## config.mk

```make
export PLATFORM = sky130hd
export DESIGN_NAME = pct_palette_ctrl
export DESIGN_NICKNAME = d
export VERILOG_FILES = /design/src/shared/pct_pkg.sv /design/src/rtl/pct_ones_acc.sv /design/src/rtl/pct_palette_ctrl.sv
export SDC_FILE = /design/constraint.sdc
export NUM_CORES = 1
export LEC_CHECK = 0
export BUFFER_PORTS_ARGS = -buffer_cell sky130_fd_sc_hd__buf_4
export CAP_MARGIN = 40
export CORE_MARGIN = 10
export CORE_UTILIZATION = 35
export DETAILED_ROUTE_END_ITERATION = 12
export PLACE_DENSITY = 0.63
export REMOVE_ABC_BUFFERS = 1
export SLEW_MARGIN = 20
export SYNTH_ARGS = -nofsm -noshare
export SYNTH_HDL_FRONTEND = slang
export SYNTH_SLANG_ARGS = --single-unit
```

## constraint.sdc

```tcl
create_clock -name pclk -period 8.95 [get_ports pclk]
set_clock_uncertainty 0.1 [all_clocks]
set_input_delay 2.2375 -clock pclk [delete_from_list [all_inputs] [get_ports pclk]]
set_output_delay 2.2375 -clock pclk [all_outputs]
set_load 0.005 [all_outputs]
```

## src/shared/pct_pkg.sv

```systemverilog
package pct_pkg;

  // Register byte addresses on the APB
  localparam logic [11:0] PCT_ADDR_CTRL = 12'h000;
  localparam logic [11:0] PCT_ADDR_TEST = 12'h004;

  // Control register field positions
  localparam int PCT_CTL_HPOL  = 0;
  localparam int PCT_CTL_VPOL  = 1;
  localparam int PCT_CTL_SPLIT = 2;
  localparam int PCT_CTL_NIB   = 3;
  localparam int PCT_CTL_PED   = 4;
  localparam int PCT_CTL_GSYNC = 5;
  localparam int PCT_CTL_SEL   = 7;

  // Control register reset value: both polarity bits set
  localparam logic [7:0] PCT_CTL_RESET = 8'h03;

  // Test register field positions
  localparam int PCT_TST_CH_LSB  = 0;
  localparam int PCT_TST_CH_MSB  = 2;
  localparam int PCT_TST_RESULT  = 3;
  localparam int PCT_TST_CMP_LSB = 4;
  localparam int PCT_TST_CMP_MSB = 7;

  // Test register reset values
  localparam logic [2:0] PCT_CH_RESET  = 3'h0;
  localparam logic [3:0] PCT_CMP_RESET = 4'h0;

  // Channel select codes
  typedef enum logic [2:0] {
    PCT_CH_PAL_RED = 3'h0,
    PCT_CH_PAL_GRN = 3'h1,
    PCT_CH_PAL_BLU = 3'h2,
    PCT_CH_ID      = 3'h3,
    PCT_CH_ACC_RED = 3'h4,
    PCT_CH_ACC_GRN = 3'h5,
    PCT_CH_ACC_BLU = 3'h6,
    PCT_CH_ANALOG  = 3'h7
  } pct_chan_t;

  // Comparison field codes
  localparam logic [3:0] PCT_CMP_R_B   = 4'ha;
  localparam logic [3:0] PCT_CMP_R_REF = 4'h9;
  localparam logic [3:0] PCT_CMP_G_B   = 4'h6;
  localparam logic [3:0] PCT_CMP_G_REF = 4'h5;

  // Identification code; the value is arbitrary
  localparam logic [7:0] PCT_ID_CODE = 8'h5a;

endpackage

```

## src/rtl/pct_ones_acc.sv

```systemverilog
`timescale 1ns/1ps
// Ones accumulator: counts set bits of each sampled byte, two-stage pipeline
module pct_ones_acc
  import pct_pkg::*;
(
  input  wire logic       clk,
  input  wire logic       rst_n,
  input  wire logic       sample_valid,
  input  wire logic [7:0] sample_byte,
  input  wire logic       dump,
  output logic      [7:0] acc
);

  logic [3:0] ones_r;
  logic       ones_vld_r;
  logic [7:0] acc_r;
  logic [3:0] ones_nxt;
  logic [7:0] acc_nxt;

  // Whole byte counted, all eight bits of the sample
  always_comb begin
    ones_nxt = 4'h0;
    for (int i = 0; i < 8; i++) begin
      ones_nxt = ones_nxt + {3'h0, sample_byte[i]};
    end
  end

  // Carry dropped on purpose: the sum wraps within eight bits
  assign acc_nxt = acc_r + {4'h0, ones_r};

  // Count and add in separate cycles so each stage stays short
  always_ff @(posedge clk or negedge rst_n) begin
    if (!rst_n) begin
      ones_r     <= 4'h0;
      ones_vld_r <= 1'b0;
    end else begin
      ones_r     <= ones_nxt;
      ones_vld_r <= sample_valid;
    end
  end

  // Dump clears the sum; a count in flight is kept for the new frame
  always_ff @(posedge clk or negedge rst_n) begin
    if (!rst_n) begin
      acc_r <= 8'h00;
    end else if (dump) begin
      acc_r <= ones_vld_r ? {4'h0, ones_r} : 8'h00;
    end else if (ones_vld_r) begin
      acc_r <= acc_nxt;
    end
  end

  assign acc = acc_r;

endmodule

```

## src/rtl/pct_palette_ctrl.sv

```systemverilog
// The register addresses and register access over APB are this design's own decisions.
`timescale 1ns/1ps
// Palette control and self-test registers behind an APB slave
module pct_palette_ctrl
  import pct_pkg::*;
(
  input  wire logic        pclk,
  input  wire logic        presetn,
  input  wire logic [11:0] paddr,
  input  wire logic        psel,
  input  wire logic        penable,
  input  wire logic        pwrite,
  input  wire logic [31:0] pwdata,
  output logic      [31:0] prdata,
  output logic             pready,
  output logic             pslverr,
  input  wire logic        hsync_in_n,
  input  wire logic        vsync_in_n,
  input  wire logic        blank_in_n,
  input  wire logic        pass_through_in,
  input  wire logic        comparator_in,
  input  wire logic        pixel_valid,
  input  wire logic [7:0]  palette_red,
  input  wire logic [7:0]  palette_green,
  input  wire logic [7:0]  palette_blue,
  output logic             horizontal_sync_output,
  output logic             vertical_sync_output,
  output logic             external_select_output,
  output logic             split_transfer_enable,
  output logic             nibble_mode_enable,
  output logic             pedestal_enable,
  output logic             green_sync_enable,
  output logic      [3:0]  comparator_select
);

  // Pin synchronisers, two stages each
  logic [1:0] hs_sync_r;
  logic [1:0] vs_sync_r;
  logic [1:0] bl_sync_r;
  logic [1:0] pt_sync_r;
  logic [1:0] cmp_sync_r;
  logic       vs_prev_r;
  logic       bl_prev_r;

  // Software-visible state
  logic [7:0] ctrl_r;
  pct_chan_t  chan_r;
  pct_chan_t  chan_nxt;
  logic [3:0] cmp_field_r;
  logic       cmp_result_r;
  logic [7:0] acc_res_r [3];

  // Bus answer flops
  logic [31:0] prdata_r;
  logic        pready_r;
  logic        pslverr_r;

  // Output flops
  logic hs_out_r;
  logic vs_out_r;
  logic sel_out_r;
  logic split_r;
  logic nib_r;
  logic ped_r;
  logic gsync_r;

  // Decode wires
  wire logic       setup_ph;
  wire logic       done_ph;
  wire logic       hit_ctrl;
  wire logic       hit_test;
  wire logic       wr_ctrl;
  wire logic       wr_test;
  wire logic       rd_test;
  wire logic       pass_thru;
  wire logic       vs_fall;
  wire logic       bl_fall;
  wire logic       acc_mode;
  wire logic [1:0] acc_idx;
  wire logic [7:0] acc_byte;
  wire logic [7:0] acc_val;
  wire logic [7:0] test_rd;
  wire logic [7:0] rd_mux;

  // Only the second stage of each synchroniser is read below
  always_ff @(posedge pclk or negedge presetn) begin
    if (!presetn) begin
      hs_sync_r  <= 2'h3;
      vs_sync_r  <= 2'h3;
      bl_sync_r  <= 2'h3;
      pt_sync_r  <= 2'h0;
      cmp_sync_r <= 2'h0;
    end else begin
      hs_sync_r  <= {hs_sync_r[0], hsync_in_n};
      vs_sync_r  <= {vs_sync_r[0], vsync_in_n};
      bl_sync_r  <= {bl_sync_r[0], blank_in_n};
      pt_sync_r  <= {pt_sync_r[0], pass_through_in};
      cmp_sync_r <= {cmp_sync_r[0], comparator_in};
    end
  end

  // Edge history on synchronised vsync and blank
  always_ff @(posedge pclk or negedge presetn) begin
    if (!presetn) begin
      vs_prev_r <= 1'b1;
      bl_prev_r <= 1'b1;
    end else begin
      vs_prev_r <= vs_sync_r[1];
      bl_prev_r <= bl_sync_r[1];
    end
  end

  // Only the dedicated vsync pin marks a frame, never composite sync
  assign vs_fall   = vs_prev_r & ~vs_sync_r[1];
  // Strobe for the comparator is the start of blanking
  assign bl_fall   = bl_prev_r & ~bl_sync_r[1];
  assign pass_thru = pt_sync_r[1];

  // APB phase decode
  assign setup_ph = psel & ~penable;
  assign done_ph  = psel & penable & pready_r;
  assign hit_ctrl = (paddr == PCT_ADDR_CTRL);
  assign hit_test = (paddr == PCT_ADDR_TEST);
  assign wr_ctrl  = done_ph & pwrite & hit_ctrl;
  assign wr_test  = done_ph & pwrite & hit_test;
  assign rd_test  = done_ph & ~pwrite & hit_test;

  // Ones accumulation runs only on channels 4..6
  assign acc_mode = chan_r[2] & (chan_r != PCT_CH_ANALOG);
  assign acc_idx  = chan_r[1:0];
  assign acc_byte = (acc_idx == 2'h0) ? palette_red :
                    (acc_idx == 2'h1) ? palette_green : palette_blue;

  // Test port read data by channel
  assign test_rd =
    (chan_r == PCT_CH_PAL_RED) ? palette_red   :
    (chan_r == PCT_CH_PAL_GRN) ? palette_green :
    (chan_r == PCT_CH_PAL_BLU) ? palette_blue  :
    (chan_r == PCT_CH_ID)      ? PCT_ID_CODE   :
    (chan_r == PCT_CH_ANALOG)  ? {cmp_field_r, cmp_result_r, chan_r} :
                                 acc_res_r[acc_idx];

  assign rd_mux = hit_ctrl ? ctrl_r : (hit_test ? test_rd : 8'h00);

  pct_ones_acc u_acc (
    .clk          (pclk),
    .rst_n        (presetn),
    .sample_valid (pixel_valid & acc_mode),
    .sample_byte  (acc_byte),
    .dump         (vs_fall),
    .acc          (acc_val)
  );

  // Registered zero-wait answer: ready rises in the access phase
  always_ff @(posedge pclk or negedge presetn) begin
    if (!presetn) begin
      pready_r  <= 1'b0;
      pslverr_r <= 1'b0;
      prdata_r  <= 32'h0000_0000;
    end else begin
      pready_r  <= setup_ph;
      pslverr_r <= setup_ph & ~(hit_ctrl | hit_test);
      if (setup_ph && !pwrite) begin
        // Palette bytes held steady by the host for the read
        prdata_r <= {24'h00_0000, rd_mux};
      end
    end
  end

  // Control register; reserved bit 6 is stored but steers nothing
  always_ff @(posedge pclk or negedge presetn) begin
    if (!presetn) begin
      ctrl_r <= PCT_CTL_RESET;
    end else if (wr_ctrl) begin
      ctrl_r <= pwdata[7:0];
    end
  end

  // Next channel: read post-increment and per-frame step
  always_comb begin
    chan_nxt = chan_r;
    if (wr_test) begin
      chan_nxt = pct_chan_t'(pwdata[PCT_TST_CH_MSB:PCT_TST_CH_LSB]);
    end else if (rd_test) begin
      unique case (chan_r)
        PCT_CH_PAL_RED: chan_nxt = PCT_CH_PAL_GRN;
        PCT_CH_PAL_GRN: chan_nxt = PCT_CH_PAL_BLU;
        PCT_CH_PAL_BLU: chan_nxt = PCT_CH_PAL_RED;
        PCT_CH_ID:      chan_nxt = PCT_CH_PAL_RED;
        default:        chan_nxt = chan_r;
      endcase
    end else if (vs_fall && acc_mode) begin
      unique case (chan_r)
        PCT_CH_ACC_RED: chan_nxt = PCT_CH_ACC_GRN;
        PCT_CH_ACC_GRN: chan_nxt = PCT_CH_ACC_BLU;
        default:        chan_nxt = PCT_CH_ACC_RED;
      endcase
    end
  end

  // Test register control word
  always_ff @(posedge pclk or negedge presetn) begin
    if (!presetn) begin
      chan_r      <= pct_chan_t'(PCT_CH_RESET);
      cmp_field_r <= PCT_CMP_RESET;
    end else begin
      chan_r <= chan_nxt;
      if (wr_test) begin
        cmp_field_r <= pwdata[PCT_TST_CMP_MSB:PCT_TST_CMP_LSB];
      end
    end
  end

  // Frame result per colour, captured before the accumulator clears
  always_ff @(posedge pclk or negedge presetn) begin
    if (!presetn) begin
      acc_res_r[0] <= 8'h00;
      acc_res_r[1] <= 8'h00;
      acc_res_r[2] <= 8'h00;
    end else if (vs_fall && acc_mode) begin
      acc_res_r[acc_idx] <= acc_val;
    end
  end

  // Comparator caught only at blank start; software cannot write it
  always_ff @(posedge pclk or negedge presetn) begin
    if (!presetn) begin
      cmp_result_r <= 1'b0;
    end else if (bl_fall && chan_r == PCT_CH_ANALOG) begin
      cmp_result_r <= cmp_sync_r[1];
    end
  end

  // Sync outputs: inputs are active-low, so active-high means invert
  always_ff @(posedge pclk or negedge presetn) begin
    if (!presetn) begin
      hs_out_r <= 1'b0;
      vs_out_r <= 1'b0;
    end else if (pass_thru) begin
      hs_out_r <= hs_sync_r[1];
      vs_out_r <= vs_sync_r[1];
    end else begin
      hs_out_r <= hs_sync_r[1] ^ ctrl_r[PCT_CTL_HPOL];
      vs_out_r <= vs_sync_r[1] ^ ctrl_r[PCT_CTL_VPOL];
    end
  end

  // Mode outputs; both enables off when bits 2 and 3 are both set
  always_ff @(posedge pclk or negedge presetn) begin
    if (!presetn) begin
      sel_out_r <= 1'b0;
      split_r   <= 1'b0;
      nib_r     <= 1'b0;
      ped_r     <= 1'b0;
      gsync_r   <= 1'b0;
    end else begin
      sel_out_r <= ~pass_thru & ctrl_r[PCT_CTL_SEL];
      split_r   <= ctrl_r[PCT_CTL_SPLIT] & ~ctrl_r[PCT_CTL_NIB];
      nib_r     <= ctrl_r[PCT_CTL_NIB] & ~ctrl_r[PCT_CTL_SPLIT];
      ped_r     <= ctrl_r[PCT_CTL_PED];
      gsync_r   <= ctrl_r[PCT_CTL_GSYNC];
    end
  end

  assign prdata                 = prdata_r;
  assign pready                 = pready_r;
  assign pslverr                = pslverr_r;
  assign horizontal_sync_output = hs_out_r;
  assign vertical_sync_output   = vs_out_r;
  assign external_select_output = sel_out_r;
  assign split_transfer_enable  = split_r;
  assign nibble_mode_enable     = nib_r;
  assign pedestal_enable        = ped_r;
  assign green_sync_enable      = gsync_r;
  // Field drives the analog comparator muxes directly
  assign comparator_select      = cmp_field_r;

endmodule

```

==> results <==
- Of the available clock period, the critical path in the final layout requires between 50% and 60%.
- The count of buffers added by post-CTS timing repair for setup is 0.
- Across all layers, the routed design uses between 3000 and 4000 vias.
- Traced cell by cell, the critical path runs through buf_4 > nor2b_1 > a211oi_1 > a21oi_1 > ha_1 > fa_1 > inv_1 > fa_1 > inv_1 > fa_1 > inv_1 > fa_1 > inv_1.
- The repair_antennas step left the layout with diodes totalling 0.
- The part of the power in the clock network is between 40% and 50%.
- The tree is rooted in a sky130_fd_sc_hd__clkbuf_16.
- Counting instances in the post-synthesis netlist gives the leading cell types as 72 x sky130_fd_sc_hd__dfrtp_1, 37 x sky130_fd_sc_hd__mux2_2, 26 x sky130_fd_sc_hd__buf_4, 24 x sky130_fd_sc_hd__inv_1, 24 x sky130_fd_sc_hd__nor2_1.
- The worst min-delay path startpoint is pt_sync_r[0].
- The most common cell in the synthesized netlist is sky130_fd_sc_hd__dfrtp_1.
- The final antenna-violating net count is 0.
- The global-route track usage on met2 is ~20%.
- 124 I/O pins were placed.
- The final total negative setup slack is 0 ns.
- In this run, the number of DRC markers left after iteration 0 of detailed routing was about 200.
- In the synthesized netlist the dominant register cell turns out to be sky130_fd_sc_hd__dfrtp_1.
- The number of nets in the final layout is approximately 560.
- For this design, the slowest cell found on the critical path is sky130_fd_sc_hd__fa_1.
- Combinational logic burns 9.4% of the power.
- The number of synthesized flops with an enable pin is 0.
- The placeable core region is 12100 µm².
- The first global-routing pass estimated around 18000 µm of wire.
- During placement, the flow inserted port buffers numbering 75.
- After technology mapping, the gate count stands at 397.
- The required time at the worst-slack endpoint is around 9.1 ns.
- After clock tree synthesis, the clock-pin slew on the worst setup and hold paths is 0.06 ns.
- The hold buffer count at CTS is 0.
- Dividing total power by cell area gives a power density of between 150 and 200 nW/µm².
- Relative to the synthesized area, the layout overhead comes to 21.5%.
- The largest incremental delay on the critical path is 0.53 ns.
- In this run the most used layer during global routing was met2.
- The worst setup path is of the primary input to flip-flop kind.
- The maximum clock frequency is ~0.19 GHz.
- The fraction of power spent switching nets is between 20% and 30%.
- The initial antenna violation count is 0.
- For this run, global-route usage on met1 was measured as 16.4%.
- For this run, asynchronously set or reset flops after synthesis account for 100%.
- The number of cells on the worst reg-to-reg path is 13.
- After synthesis the netlist holds a flip-flop and latch count of a little over 80.
- The final core utilization is about 44%.
- Setup repair after global routing left no endpoint under its margin.
- The count of standard-cell rows is 40.
- The hold-critical path depth is 0.
- The internal power of the cells totals around 670 µW.
- Global routing used around 13% of the available tracks.
- The final-report max-slew violation count is 0.
- For this design the static power due to leakage is ~0.0026 µW.
- Measured along the x axis, the die boundary spans ~130 µm.
- The post-layout minimum cycle time is approximately 5.2 ns.
- The pin count of the biggest net entering global routing is a little under 60.
- The analysis attributes to net switching a power of 195 µW.
- The most area-hungry cell type in the Yosys netlist is sky130_fd_sc_hd__dfrtp_1.
- The count of clock tree sinks is between 80 and 90.
- The number of unique standard cell types used by synthesis is 58.
- For this run the aggregate overflow at the end of global routing stands at 0.
- The mean number of vias per cell is a little under 5.
- Setup violations remaining at the end of the flow were counted as 0.
- The maximum level of the CTS H-tree is 3.
- The tightest min-delay check is of the flip-flop to flip-flop type.
- For hold timing, the worst endpoint is pt_sync_r[1].
- The die is 132 µm tall.
- During synthesis, Yosys emitted a total of 0 warnings.
- The via count of the first global-routing pass came to between 3000 and 4000.
- The first-pass iteration count of the detailed router is 5.
- The source of the worst register-to-register timing path is chan_r[0].
- After filler insertion, the fill cell instance count of the layout stands at about 1100.
- After detailed routing, the average wire length per cell comes to 17.2 µm.
- Across the VDD grid, the largest voltage drop is 99.6 µV.
- At the later pin of the worst-skew pair, clock insertion delay measures 0.34 ns.
- Sequential elements use 47.2% of the synthesized area.
- The post-route netlist has roughly a third of its cells at a drive strength greater than 1.
- No sink is reached through more buffers than the 2 on the longest clock path.
- By area the synthesized netlist is led by sky130_fd_sc_hd__dfrtp_1 41%, sky130_fd_sc_hd__mux2_2 9.5%, sky130_fd_sc_hd__dfstp_2 6.0%, sky130_fd_sc_hd__buf_4 4.5%, sky130_fd_sc_hd__mux2i_1 3.4%.
- After clock tree synthesis, the repair step resized 0 gates.
- The total die area is roughly 17000 µm².
- The run finished with clean final reports.
- The number of violations of the max-capacitance limit is 0.
- After synthesis, the largest area contributor takes up roughly 40% of total cell area.
- Each instance of the synthesized netlist takes up on average 11.0 µm².
- For this run, global-route usage on met3 was measured as under 10%.
- The initial utilization of the core area, before any placement, comes to 36.1%.
- The worst register-to-register path ends at u_acc.ones_r[1].
- Summing every instance area after synthesis gives 4380 µm².
- The TritonCTS buffer count is 9.
- The arrival time at the worst endpoint is 5.40 ns.
- TritonCTS built the clock tree.
- The final routed wirelength across all metal layers is roughly 11000 µm.
- Routability-driven placement finished with a final weighted congestion of 0.837.
- Measured against its own limit, the worst slew margin works out to between 40% and 50%.
- Along the worst path, the maximum fanout reaches 2.
- The nature of the critical path endpoint is a flip-flop.
- Across all register-to-register paths, the minimum setup slack is 5.00 ns.
- Detailed placement finished with a half-perimeter wire length of 8340 µm.
- The count of final hold-check violations is 0.
- The power share of the sequential group is between 40% and 50%.
- The worst setup path is launched from a primary input.
- At the pin with the least slew margin, the transition time is 0.877 ns.
- After detailed routing, the number of remaining DRC violations is 0.
layout make-up:
class	instances	area, µm²	share of cell area (%)
clock inverters	5	78.8	1.48
well taps	168	210	3.95
inverters	24	90.1	1.69
flip-flops and latches	82	2060	38.8
repair buffers	80	601	11.3
multi-input cells	271	2030	38.2
clock buffers	11	243	4.56
registers in the layout, indices dropped and copies added, names as in the netlist, 2 cells and up:
signal / cells
u_acc.ones_r: 4
hs_sync_r: 2
bl_sync_r: 2
comparator_select: 4
pt_sync_r: 2
prdata: 8
acc_res_r: 24
u_acc.acc: 8
cmp_sync_r: 2
ctrl_r: 8
vs_sync_r: 2
chan_r: 3
metrics by stage:
| stage | instance area [µm²] | std cells | total power [µW] | setup WS, ns | hold WS [ns] |
|---|---|---|---|---|---|
| after floorplan | 4190 | 377 | 433 | 3.66 | 0.231 |
| after global placement | 5000 | 625 | 475 | 3.35 | 0.233 |
| after detailed placement | 5000 | 625 | 479 | 3.36 | 0.236 |
| after CTS | 5320 | 641 | 877 | 3.70 | 0.249 |
| after global routing | 5320 | 641 | 905 | 3.56 | 0.251 |
| final | 5320 | 641 | 868 | 3.72 | 0.247 |
logic make-up after synthesis:
group | after synthesis | share of synthesized area [%]
muxes | 56 | 14.8
other | 1 | 0.0857
xor gates and xnor gates | 6 | 1.20
adders and majority gates | 12 | 4.29
buffers and inverters | 67 | 8.40
AOI/OAI and AO/OA | 74 | 11.2
and+or+nand+nor | 99 | 12.8
DFF | 82 | 47.2
cell usage in the layout, fill, tap and decap left out, types with 3 or more instances in the layout:
master,synthesis,final
sky130_fd_sc_hd__fa_1,5,5
sky130_fd_sc_hd__mux2_2,37,37
sky130_fd_sc_hd__ha_1,7,7
sky130_fd_sc_hd__inv_1,24,24
sky130_fd_sc_hd__mux2i_1,15,15
sky130_fd_sc_hd__dfstp_2,10,10
sky130_fd_sc_hd__mux4_2,3,3
sky130_fd_sc_hd__buf_4,26,80
sky130_fd_sc_hd__o21ai_0,21,21
sky130_fd_sc_hd__nor3_1,3,3
sky130_fd_sc_hd__o31ai_1,5,5
sky130_fd_sc_hd__clkbuf_16,0,9
sky130_fd_sc_hd__o311ai_0,3,3
sky130_fd_sc_hd__and3_1,3,3
sky130_fd_sc_hd__nand2_1,22,22
sky130_fd_sc_hd__o221ai_1,5,5
sky130_fd_sc_hd__a21oi_1,15,15
sky130_fd_sc_hd__conb_1,1,24
sky130_fd_sc_hd__a221oi_1,3,3
sky130_fd_sc_hd__nor2b_1,10,10
sky130_fd_sc_hd__dfrtp_1,72,72
sky130_fd_sc_hd__nand2b_1,13,13
sky130_fd_sc_hd__nor2_1,24,24
sky130_fd_sc_hd__o211ai_1,6,6
sky130_fd_sc_hd__xnor2_1,4,4
sky130_fd_sc_hd__nand3_1,3,3
power groups by stage:
stage	Sequential [µW]	Combinational [µW]	Clock [µW]
final	390	81.7	397
after global routing	390	94.2	420
after detailed placement	396	82.2	0
after CTS	390	83.2	404
after global placement	396	79.2	0
after floorplan	395	38.0	0
worst max-delay path: cells and delay by family:
| kind | cells | cell delay, ns |
|---|---|---|
| AO/OA/AOI/OAI | 2 | 0.47 |
| adder cells (fa/ha/maj) | 5 | 2.21 |
| buffers and inverters | 5 | 0.36 |
| AND/OR/NAND/NOR | 1 | 0.12 |
layer usage:
metal,up-vias,part of all wire (%),wire length (µm)
li1,1482,-,-
met1,1569,46,5080
met4,0,1.7,184
met5,-,0,0
met3,19,5.2,579
met2,109,47,5200
worst max-delay path by stage:
stage	cells after the start	slack (ns)	end	startpoint
2_1_floorplan	12	3.66	u_acc.ones_r[1]	palette_red[1]
3_3_place_gp	13	3.35	u_acc.ones_r[1]	palette_red[1]
3_5_place_dp	13	3.36	u_acc.ones_r[1]	palette_red[1]
4_1_cts	13	3.70	u_acc.ones_r[1]	palette_red[1]
5_1_grt	13	3.56	u_acc.ones_r[1]	palette_red[1]
6_report	13	3.72	u_acc.ones_r[1]	palette_red[1]
Note: power is estimated with default switching activity, not from simulation.
